==> config.mk <==
export PLATFORM = sky130hd
export DESIGN_NAME = clu_top
export DESIGN_NICKNAME = d
export VERILOG_FILES = /design/src/verilog/clu_pkg.sv /design/src/verilog/clu_table.sv /design/src/verilog/clu_top.sv
export SDC_FILE = /design/constraint.sdc
export NUM_CORES = 1
export LEC_CHECK = 0
export ABC_CLOCK_PERIOD_IN_PS = 5600
export BUFFER_PORTS_ARGS = -buffer_cell sky130_fd_sc_hd__buf_2
export CAP_MARGIN = 30
export CORE_MARGIN = 1.5
export CORE_UTILIZATION = 40
export CTS_CLUSTER_SIZE = 20
export DETAILED_ROUTE_END_ITERATION = 16
export GPL_ROUTABILITY_DRIVEN = 0
export HOLD_SLACK_MARGIN = 0.03
export REMOVE_ABC_BUFFERS = 1
export SLEW_MARGIN = 20
export SYNTH_ARGS = -nofsm -noshare
export SYNTH_HDL_FRONTEND = slang
export SYNTH_SLANG_ARGS = --single-unit
export TNS_END_PERCENT = 1
==> constraint.sdc <==
create_clock -name CLOCK -period 5.6 [get_ports CLOCK]
set_clock_uncertainty 0.05 [all_clocks]
set_input_delay 0.56 -clock CLOCK [delete_from_list [all_inputs] [get_ports CLOCK]]
set_output_delay 0.56 -clock CLOCK [all_outputs]
set_load 0.01 [all_outputs]
==> src/verilog/clu_pkg.sv <==
package clu_pkg;

  // Register indices; the byte address on the bus is four times the index.
  localparam logic [3:0] IDX_UNIT_CONTROL      = 4'h0;
  localparam logic [3:0] IDX_SEQUENTIAL_SELECT = 4'h1;
  localparam logic [3:0] IDX_TABLE0_CONTROL_A  = 4'h5;
  localparam logic [3:0] IDX_TABLE0_CONTROL_B  = 4'h6;
  localparam logic [3:0] IDX_TABLE0_CONTROL_C  = 4'h7;
  localparam logic [3:0] IDX_TABLE0_FUNCTION   = 4'h8;
  localparam logic [3:0] IDX_TABLE1_CONTROL_A  = 4'h9;
  localparam logic [3:0] IDX_TABLE1_CONTROL_B  = 4'hA;
  localparam logic [3:0] IDX_TABLE1_CONTROL_C  = 4'hB;
  localparam logic [3:0] IDX_TABLE1_FUNCTION   = 4'hC;
  localparam logic [3:0] IDX_UNIT_STATUS       = 4'hD;

  // Field positions and writable masks.
  localparam int         UNIT_ENABLE_BIT  = 0;
  localparam int         RUN_STANDBY_BIT  = 6;
  localparam int         TBL_ENABLE_BIT   = 0;
  localparam logic [7:0] UNIT_CTRL_MASK   = 8'h41;
  localparam logic [7:0] CTRL_A_MASK      = 8'hF9;
  localparam logic [7:0] CTRL_C_MASK      = 8'h0F;
  localparam logic [7:0] SEQ_SELECT_MASK  = 8'h0F;

  // Values after reset.
  localparam logic [7:0]  REG_RESET       = 8'h00;
  localparam logic [31:0] READ_RESET      = 32'h0000_0000;

  // Output filter encodings.
  localparam logic [1:0] FILT_NONE   = 2'h0;
  localparam logic [1:0] FILT_SYNC   = 2'h1;
  localparam logic [1:0] FILT_FILTER = 2'h2;

  // Sequential element encodings.
  localparam logic [3:0] SEQ_DISABLED = 4'h0;
  localparam logic [3:0] SEQ_DFF      = 4'h1;
  localparam logic [3:0] SEQ_JK       = 4'h2;
  localparam logic [3:0] SEQ_LATCH    = 4'h3;
  localparam logic [3:0] SEQ_RS       = 4'h4;

  // Input source encodings.
  localparam logic [3:0] SRC_MASK        = 4'h0;
  localparam logic [3:0] SRC_FEEDBACK    = 4'h1;
  localparam logic [3:0] SRC_LINK        = 4'h2;
  localparam logic [3:0] SRC_EVENT0      = 4'h3;
  localparam logic [3:0] SRC_EVENT1      = 4'h4;
  localparam logic [3:0] SRC_PIN         = 4'h5;
  localparam logic [3:0] SRC_PERIPH_BASE = 4'h6;
  localparam logic [3:0] PERIPH_COUNT    = 4'h9;

  typedef struct packed {
    logic       edge_detect_enable;
    logic       table_clock_select;
    logic [1:0] output_filter_select;
    logic       pin_output_enable;
    logic [1:0] reserved;
    logic       enable;
  } clu_ctrl_a_t;

  typedef struct packed {
    logic [3:0] input1_source_field;
    logic [3:0] input0_source_field;
  } clu_ctrl_b_t;

  typedef struct packed {
    logic [3:0] reserved;
    logic [3:0] input2_source_field;
  } clu_ctrl_c_t;

  typedef struct packed {
    clu_ctrl_a_t ctrl_a;
    clu_ctrl_b_t ctrl_b;
    clu_ctrl_c_t ctrl_c;
    logic [7:0]  truth;
  } clu_table_cfg_t;

  typedef struct packed {
    logic        read;
    logic        write;
    logic [5:0]  address;
    logic [31:0] writedata;
    logic [3:0]  byteenable;
  } clu_avs_req_t;

  typedef struct packed {
    logic sync1;
    logic sync2;
    logic sync3;
    logic filt;
    logic edge_prev;
    logic pulse;
  } clu_stage_t;

  typedef struct packed {
    logic [7:0]          unit_control;
    logic [3:0]          seq_sel;
    clu_table_cfg_t [1:0] tables;
    logic                seq_out;
    logic                seq_rst_hold;
    logic [1:0]          in2_prev;
    logic                bus_ack;
    logic [31:0]         rdata;
    logic [1:0]          event_out;
  } clu_top_state_t;

endpackage

==> src/verilog/clu_table.sv <==
`timescale 1ns/1ps
module clu_table
  import clu_pkg::*;
(
  // Clock and reset.
  input  wire logic       clk,
  input  wire logic       rst,
  // Control.
  input  wire logic       active,
  input  wire logic       tick,
  input  wire logic [1:0] filter_sel,
  input  wire logic       edge_en,
  // Data.
  input  wire logic       raw,
  output logic            result
);

  clu_stage_t st;
  clu_stage_t next_st;
  logic       filtered;

  always_comb begin
    case (filter_sel)
      FILT_SYNC: begin
        filtered = st.sync2;
      end
      FILT_FILTER: begin
        filtered = st.filt;
      end
      default: begin
        filtered = raw;
      end
    endcase
    result = edge_en ? st.pulse : filtered;
  end

  always_comb begin
    next_st = st;
    if (!active) begin
      // Cleared on the first edge after the table drops its enable.
      next_st = '0;
    end else if (tick) begin
      next_st.sync1 = raw;
      next_st.sync2 = st.sync1;
      next_st.sync3 = st.sync2;
      // Two matching samples are needed, so a one-tick spike never passes.
      if (st.sync2 == st.sync3) begin
        next_st.filt = st.sync3;
      end
      next_st.edge_prev = filtered;
      next_st.pulse     = filtered & ~st.edge_prev;
    end
  end

  always_ff @(posedge clk or posedge rst) begin
    if (rst) begin
      st <= '0;
    end else begin
      st <= next_st;
    end
  end

endmodule

==> src/verilog/clu_top.sv <==
`timescale 1ns/1ps
// Function
// - Output filter delays a table output by two (synchronizer) or four (filter) selected-clock cycles.
// - Filter state of a table clears one cycle after the table is disabled.
// - Edge detector pulses on rising edges; software picks a filter, inverts for falling.
// - Edge detector state clears one cycle after the table is disabled.
// - Sequential element takes table, filter or edge outputs per table settings.
// - Sequential element runs on the even table's clock, peripheral or input two.
// - Disabling the even table clears the sequential element, reset held one cycle.
// - Otherwise the sequential element changes only on its clock's rising edge.
// - D flip-flop: even table is data, odd is gate; gate low holds.
// - JK: even is J, odd is K; hold, clear, set, toggle.
// - D latch: even is data, odd is gate; gate high follows data.
// - RS latch: even sets, odd resets; both high forbidden for software.
// - Clock select one makes input two clock the filter and edge detector.
// - Sequential element always uses the even table's selected clock.
// - With clock select one, input two reads as low in the truth table.
// - Table outputs are events out; incoming events feed truth-table inputs.
// - Standby without run-in-standby forces outputs of clocked tables to zero.
// - Idle sleep keeps truth tables evaluating and outputs refreshing.
// - Run-in-standby at control bit 6 keeps the peripheral clock in standby.
// - Control bit 0 enables the whole unit.
// - Input two clocks filter, edge and sequential logic during sleep too.
// - Table output is the truth bit indexed by inputs, input two most significant.
// - Sequential field: 0 off, 1 D flip-flop, 2 JK, 3 D latch, 4 RS.
// - Filter field: 0 none, 1 synchronizer, 2 filter, 3 reserved.
// - Control B, C and truth fields are writable only while the table is off; control A takes any write that keeps enable set.
module clu_top
  import clu_pkg::*;
(
  // Clock and reset.
  input  wire logic             CLOCK,
  input  wire logic             SYS_RST,
  // Avalon-MM register slave.
  input  wire clu_avs_req_t     AVS_REQ,
  output logic [31:0]           AVS_READDATA,
  output logic                  AVS_WAITREQUEST,
  // Truth-table sources.
  input  wire logic [1:0][2:0]  PIN_IN,
  input  wire logic [1:0]       EVENT_IN,
  input  wire logic [8:0]       PERIPH_IN,
  // Power state.
  input  wire logic             STANDBY,
  // Table outputs.
  output logic [1:0]            EVENT_OUT,
  output logic [1:0]            PIN_OUT,
  output logic [1:0]            PIN_OE
);

  clu_top_state_t  st;
  clu_top_state_t  next_st;
  logic            unit_en;
  logic            run_stby;
  logic            pclk_run;
  logic            seq_q;
  logic            bus_req;
  logic            wr_take;
  logic [3:0]      reg_idx;
  logic [3:0]      tbl_off;
  logic [7:0]      wr_byte;
  logic [7:0]      rd_byte;
  logic [1:0]      active;
  logic [1:0]      tick;
  logic [1:0]      raw;
  logic [1:0]      result;
  logic [1:0]      clksel;
  logic [1:0]      uses_clock;
  logic [1:0]      link_src;
  logic [1:0]      table_value;
  logic [1:0][2:0] in_val;
  logic [1:0][2:0] lut_idx;
  logic            seq_a;
  logic            seq_b;

  // Maps an input source code onto the signal it names.
  function automatic logic pick_source(input logic [3:0] code,
                                       input logic       pin,
                                       input logic       link,
                                       input logic       fb,
                                       input logic [1:0] ev,
                                       input logic [8:0] periph);
    logic [3:0] slot;
    slot = code - SRC_PERIPH_BASE;
    case (code)
      SRC_MASK: begin
        pick_source = 1'b0;
      end
      SRC_FEEDBACK: begin
        pick_source = fb;
      end
      SRC_LINK: begin
        pick_source = link;
      end
      SRC_EVENT0: begin
        pick_source = ev[0];
      end
      SRC_EVENT1: begin
        pick_source = ev[1];
      end
      SRC_PIN: begin
        pick_source = pin;
      end
      default: begin
        pick_source = (code >= SRC_PERIPH_BASE && slot < PERIPH_COUNT) ? periph[slot] : 1'b0;
      end
    endcase
  endfunction

  // Applies a byte written to one table register, honouring enable protection.
  function automatic clu_table_cfg_t write_table(input clu_table_cfg_t cfg,
                                                 input logic [1:0]     field,
                                                 input logic [7:0]     data);
    clu_table_cfg_t upd;
    upd = cfg;
    case (field)
      2'h0: begin
        if (!cfg.ctrl_a.enable || data[TBL_ENABLE_BIT]) begin
          upd.ctrl_a = clu_ctrl_a_t'(data & CTRL_A_MASK);
        end else begin
          upd.ctrl_a.enable = data[TBL_ENABLE_BIT];
        end
      end
      2'h1: begin
        if (!cfg.ctrl_a.enable) begin
          upd.ctrl_b = clu_ctrl_b_t'(data);
        end
      end
      2'h2: begin
        if (!cfg.ctrl_a.enable) begin
          upd.ctrl_c = clu_ctrl_c_t'(data & CTRL_C_MASK);
        end
      end
      default: begin
        if (!cfg.ctrl_a.enable) begin
          upd.truth = data;
        end
      end
    endcase
    return upd;
  endfunction

  // Input selection, truth-table lookup and per-table clock ticks.
  always_comb begin
    unit_en  = st.unit_control[UNIT_ENABLE_BIT];
    run_stby = st.unit_control[RUN_STANDBY_BIT];
    // STANDBY models the peripheral clock being gated off in standby sleep.
    pclk_run = ~STANDBY | run_stby;
    seq_q    = st.seq_out & unit_en & st.tables[0].ctrl_a.enable;
    link_src = {st.event_out[0], st.event_out[1]};
    for (int i = 0; i < 2; i++) begin
      active[i]    = unit_en & st.tables[i].ctrl_a.enable;
      clksel[i]    = st.tables[i].ctrl_a.table_clock_select;
      in_val[i][0] = pick_source(st.tables[i].ctrl_b.input0_source_field, PIN_IN[i][0], link_src[i],
                                 seq_q, EVENT_IN, PERIPH_IN);
      in_val[i][1] = pick_source(st.tables[i].ctrl_b.input1_source_field, PIN_IN[i][1], link_src[i],
                                 seq_q, EVENT_IN, PERIPH_IN);
      in_val[i][2] = pick_source(st.tables[i].ctrl_c.input2_source_field, PIN_IN[i][2], link_src[i],
                                 seq_q, EVENT_IN, PERIPH_IN);
      // Idle sleep leaves CLOCK running, so this lookup never pauses.
      lut_idx[i]   = {in_val[i][2] & ~clksel[i], in_val[i][1], in_val[i][0]};
      raw[i]       = st.tables[i].truth[lut_idx[i]];
      // Input two is sampled, so its clock must stay well below CLOCK.
      tick[i]      = clksel[i] ? (in_val[i][2] & ~st.in2_prev[i]) : pclk_run;
      uses_clock[i] = (st.tables[i].ctrl_a.output_filter_select != FILT_NONE) |
                      st.tables[i].ctrl_a.edge_detect_enable |
                      (st.seq_sel != SEQ_DISABLED);
    end
  end

  for (genvar g = 0; g < 2; g++) begin : g_table
    clu_table u_table (
      .clk        (CLOCK),
      .rst        (SYS_RST),
      .active     (active[g]),
      .tick       (tick[g]),
      .filter_sel (st.tables[g].ctrl_a.output_filter_select),
      .edge_en    (st.tables[g].ctrl_a.edge_detect_enable),
      .raw        (raw[g]),
      .result     (result[g])
    );
  end

  // Event values of both tables, including the standby override.
  always_comb begin
    seq_a = result[0];
    seq_b = result[1];
    for (int i = 0; i < 2; i++) begin
      table_value[i] = active[i] ? result[i] : 1'b0;
      if (i == 0 && st.seq_sel != SEQ_DISABLED) begin
        table_value[i] = seq_q;
      end
      if (!pclk_run && !clksel[i] && uses_clock[i]) begin
        table_value[i] = 1'b0;
      end
    end
  end

  // Bus decode.
  always_comb begin
    bus_req = AVS_REQ.read | AVS_REQ.write;
    reg_idx = AVS_REQ.address[5:2];
    tbl_off = reg_idx - IDX_TABLE0_CONTROL_A;
    wr_byte = AVS_REQ.writedata[7:0];
    wr_take = AVS_REQ.write & st.bus_ack & AVS_REQ.byteenable[0];
    case (reg_idx)
      IDX_UNIT_CONTROL: begin
        rd_byte = st.unit_control;
      end
      IDX_SEQUENTIAL_SELECT: begin
        rd_byte = {4'h0, st.seq_sel};
      end
      IDX_TABLE0_CONTROL_A, IDX_TABLE1_CONTROL_A: begin
        rd_byte = st.tables[tbl_off[2]].ctrl_a;
      end
      IDX_TABLE0_CONTROL_B, IDX_TABLE1_CONTROL_B: begin
        rd_byte = st.tables[tbl_off[2]].ctrl_b;
      end
      IDX_TABLE0_CONTROL_C, IDX_TABLE1_CONTROL_C: begin
        rd_byte = st.tables[tbl_off[2]].ctrl_c;
      end
      IDX_TABLE0_FUNCTION, IDX_TABLE1_FUNCTION: begin
        rd_byte = st.tables[tbl_off[2]].truth;
      end
      IDX_UNIT_STATUS: begin
        rd_byte = {5'h00, seq_q, st.event_out};
      end
      default: begin
        rd_byte = REG_RESET;
      end
    endcase
  end

  // Next-state logic of the whole unit.
  always_comb begin
    next_st          = st;
    next_st.in2_prev = {in_val[1][2], in_val[0][2]};
    next_st.event_out = table_value;

    // Sequential element, clocked by the even table's tick only.
    if (!active[0]) begin
      next_st.seq_out      = 1'b0;
      next_st.seq_rst_hold = 1'b1;
    end else if (tick[0]) begin
      if (st.seq_rst_hold) begin
        // The reset stays applied for the first clock after re-enable.
        next_st.seq_out      = 1'b0;
        next_st.seq_rst_hold = 1'b0;
      end else begin
        case (st.seq_sel)
          SEQ_DFF: begin
            if (seq_b) begin
              next_st.seq_out = seq_a;
            end
          end
          SEQ_JK: begin
            case ({seq_a, seq_b})
              2'b01: begin
                next_st.seq_out = 1'b0;
              end
              2'b10: begin
                next_st.seq_out = 1'b1;
              end
              2'b11: begin
                next_st.seq_out = ~st.seq_out;
              end
              default: begin
                next_st.seq_out = st.seq_out;
              end
            endcase
          end
          SEQ_LATCH: begin
            // Transparency is sampled on the tick, trading latch speed for one clock domain.
            if (seq_b) begin
              next_st.seq_out = seq_a;
            end
          end
          SEQ_RS: begin
            // Both inputs high is forbidden; the element simply holds.
            if (seq_a && !seq_b) begin
              next_st.seq_out = 1'b1;
            end else if (seq_b && !seq_a) begin
              next_st.seq_out = 1'b0;
            end
          end
          default: begin
            next_st.seq_out = 1'b0;
          end
        endcase
      end
    end

    // Bus slave: one wait cycle, then the access completes.
    next_st.bus_ack = bus_req & ~st.bus_ack;
    if (bus_req && !st.bus_ack) begin
      next_st.rdata = AVS_REQ.read ? {24'h00_0000, rd_byte} : READ_RESET;
    end
    if (wr_take) begin
      case (reg_idx)
        IDX_UNIT_CONTROL: begin
          next_st.unit_control = wr_byte & UNIT_CTRL_MASK;
        end
        IDX_SEQUENTIAL_SELECT: begin
          if (!st.tables[0].ctrl_a.enable) begin
            next_st.seq_sel = wr_byte[3:0] & SEQ_SELECT_MASK[3:0];
          end
        end
        IDX_TABLE0_CONTROL_A, IDX_TABLE0_CONTROL_B, IDX_TABLE0_CONTROL_C, IDX_TABLE0_FUNCTION,
        IDX_TABLE1_CONTROL_A, IDX_TABLE1_CONTROL_B, IDX_TABLE1_CONTROL_C, IDX_TABLE1_FUNCTION: begin
          next_st.tables[tbl_off[2]] = write_table(st.tables[tbl_off[2]], tbl_off[1:0], wr_byte);
        end
        default: begin
          next_st.rdata = st.rdata;
        end
      endcase
    end
  end

  always_ff @(posedge CLOCK or posedge SYS_RST) begin
    if (SYS_RST) begin
      st <= '0;
    end else begin
      st <= next_st;
    end
  end

  // Outputs.
  always_comb begin
    AVS_READDATA    = st.rdata;
    AVS_WAITREQUEST = bus_req & ~st.bus_ack;
    EVENT_OUT       = st.event_out;
    for (int i = 0; i < 2; i++) begin
      PIN_OE[i]  = st.tables[i].ctrl_a.pin_output_enable & active[i];
      PIN_OUT[i] = st.event_out[i] & PIN_OE[i];
    end
  end

endmodule

==> impl_results.md <==
* Post-cts resize count at 0
* PwrDens at 427 nW/um2
* Crit path from: st[48]
* Syn_area_per_cell at 8.89 um2
* Clock transition at the registers of the reported paths at 0.07 ns
* Area leader, netlist: dfrtp_1
* Clock power share at 22.4%
* Reg area at 2430 um2
* Ports at 103
* CTS sink count at 97
* Die width at 130 um
* Antenna cells at 0
* Finished Core Util at 44.4%
* Synth cell types at 72
* Switch Pwr at 1.23 mW
* Most common cell in the synthesized netlist: dfrtp_1
* R2R depth at 11
* Comb power frac at 40.7%
* Type of origin of the critical path: flop
* Final hold violation count at 0
* Max-Cap Viols at 0
* Core Region at 15800 um2
* Number of synthesized register bits at 97
* CTS buffer count at 9
* Syn Std Cell Area at 6480 um2
* Clock buffer depth at 2
* Sequential share of power at 36.9%
* Multi-input logic area at 3630 um2
* Number of port buffers at 49
* Mapped Cells at 729
* Vias in the first global route at 5464
* Worst r2r src: st[48]
* Worst Path Required at 5.83 ns
* Initial Utilization at 40.9%
* Vias post-DR at 5698
* Synth async-reset ratio at 100%
* # Post-CTS Setup Buffers at 0
* DPL Wire Length at 14400 um
* Area growth syn-to-layout at 8.50%
* Fmax at 262 MHz
* DIE HEIGHT at 130 um
* Drt first pass iters at 5
* RR Endpoint: st[38]
* Initial DRC count at 514
* Clock Latency Late Sink at 0.36 ns
* Post-synthesis sequential area ratio at 37.5%
* Largest net degree at the start of global routing at 66
* # hold bufs at CTS at 0
* Slew of the pin with the lowest slew margin at 1.09 ns
* H-tree depth at 3
* Rows at 46
* Remaining antenna violation count at 0
* Peak VDD IR at 0.000162 V
* Flop-to-flop setup slack at 1.78 ns
* Max_slew headroom at 25.4%
* Commonest cells post-synth: 97 x dfrtp_1, 79 x nand2_1, 75 x nor2_1
* Fill cells at 1558
* Top post-synthesis cells by area: dfrtp_1 37%, a21oi_1 5.3%, nand2_1 4.6%, nor2_1 4.3%, buf_4 4.2%
* Switching Share at 40.9%
* Share of layout cells above drive strength 1 at 15.2%
* Min Tclk post-route at 3.82 ns
* Root Buffer: clkbuf_16
* Arr. time, crit path at 4.05 ns
* YS warnings at 0
* CP Capture Type: flop
* TritonCTS clock tree: built
* Top_reg_cell synth: dfrtp_1
* Min-Delay Path Class: input pin to async pin
* Critical Setup Path Class: flop to flop
* Tcrit/Tclk final at 68.1%
* # setup viols final at 0
* Status: finished clean
* Final WL at 19500 um
* Internal power at 1.77 mW
* Unrepaired setup endpoints after global routing: false
* First-pass GRT wire length at 30500 um
* Initial antenna violation count at 1
* GRT Residual Overflow at 0
* GRT Overall Usage at 23.9%
* Remaining DRCs at 0
* Leak Pwr at 3.10 nW
* WL per Instance at 20.2 um
* Yosys top cell area share at 37.5%
* Post-synth EDFFs at 0
* Setup TNS Final at 0 ns
* Slew Limit Fails at 0
* Crit-path max FO at 9
* Nets at 822
* Die area at 17000 um2
* Vias per cell at 5.89
## worst max-delay path, cell delays in order, from the launching register on
cell and delay [ns]:
dfrtp_1 0.48, ha_1 0.39, and4bb_2 0.32, a21boi_0 0.07, a21bo_2 0.20, nor4bb_1 0.88
o221a_1 0.52, o31ai_2 0.12, a31oi_1 0.22, o21ai_1 0.10, mux2_4 0.29, o22ai_2 0.10
## state kept, by name, indices dropped and copies added (netlist names)
register	flops
st	72
AVS_READDATA	8
run_stby	1
clksel	2
EVENT_OUT	2
g_table.u_table.st	12
## cells in the final DEF, fill, tap and decap left out, types with 10 or more instances in the layout
cell type	count
a21oi_1	69
buf_2	49
conb_1	24
dfrtp_1	97
ha_1	12
inv_1	26
mux2_2	21
mux2i_1	26
mux4_2	10
nand2_1	79
nand3_1	12
nor2_1	75
nor2b_1	19
nor3_1	15
o21ai_0	28
o22ai_1	33
## final cells by class
cell class | instances | share of cell area, %
Inverter | 27 | 1.48
Clock inverter | 6 | 1.28
Multi-Input combinational cell | 558 | 51.7
Sequential cell | 97 | 34.5
Tap cell | 216 | 3.85
Clock buffer | 10 | 3.26
Timing Repair Buffer | 53 | 3.92
## power by group through the flow
stage	combinational, mW	sequential, mW	clock, mW
2_1_floorplan	0.907	1.02	0
3_3_place_gp	1.15	1.10	0
3_5_place_dp	1.20	1.11	0
4_1_cts	1.20	1.10	0.685
5_1_grt	1.33	1.13	0.709
6_report	1.22	1.11	0.671
## logic make-up (layout without fill, tap and decap cells)
logic type | count (synthesis) | after routing | synth area share [%]
AND/OR/NAND/NOR | 250 | 250 | 18.4
AO/OA/AOI/OAI | 206 | 206 | 20.7
flip-flops | 97 | 97 | 37.5
buffers and inverters | 97 | 96 | 8.11
multiplexers | 61 | 61 | 12.2
adder cells (fa/ha/maj) | 12 | 12 | 2.32
XOR/XNOR | 5 | 5 | 0.676
other | 1 | 24 | 0.0579
## layer usage
| layer | part of all wire (%) | vias up | GRT usage (%) |
|---|---|---|---|
| met5 | 0.036 | - | 0 |
| met4 | 3.5 | 2 | 10.6 |
| met3 | 6.6 | 39 | 3.98 |
| met2 | 46 | 248 | 36.3 |
| met1 | 44 | 2783 | 33.4 |
| li1 | - | 2626 | - |
## metrics by stage
step	instances	hold WS [ns]	cell area (um2)	worst slack, ns	total power [mW]
2_1_floorplan	682	0.403	6140	0.853	1.93
3_3_place_gp	951	0.417	6700	1.94	2.25
3_5_place_dp	951	0.421	6700	1.86	2.31
4_1_cts	967	0.164	7020	1.85	2.99
5_1_grt	967	0.179	7030	1.72	3.17
6_report	967	0.155	7030	1.78	3.00
## how the worst max path moves through the flow
stage          cells past startpoint  slack, ns     end
3_5_place_dp                      11       1.86  st[38]
5_1_grt                           11       1.72  st[38]
3_3_place_gp                      11       1.94  st[38]
2_1_floorplan                      7       0.85  st[67]
6_report                          11       1.78  st[38]
4_1_cts                           11       1.85  st[38]
(Power assumes the default switching activity.)
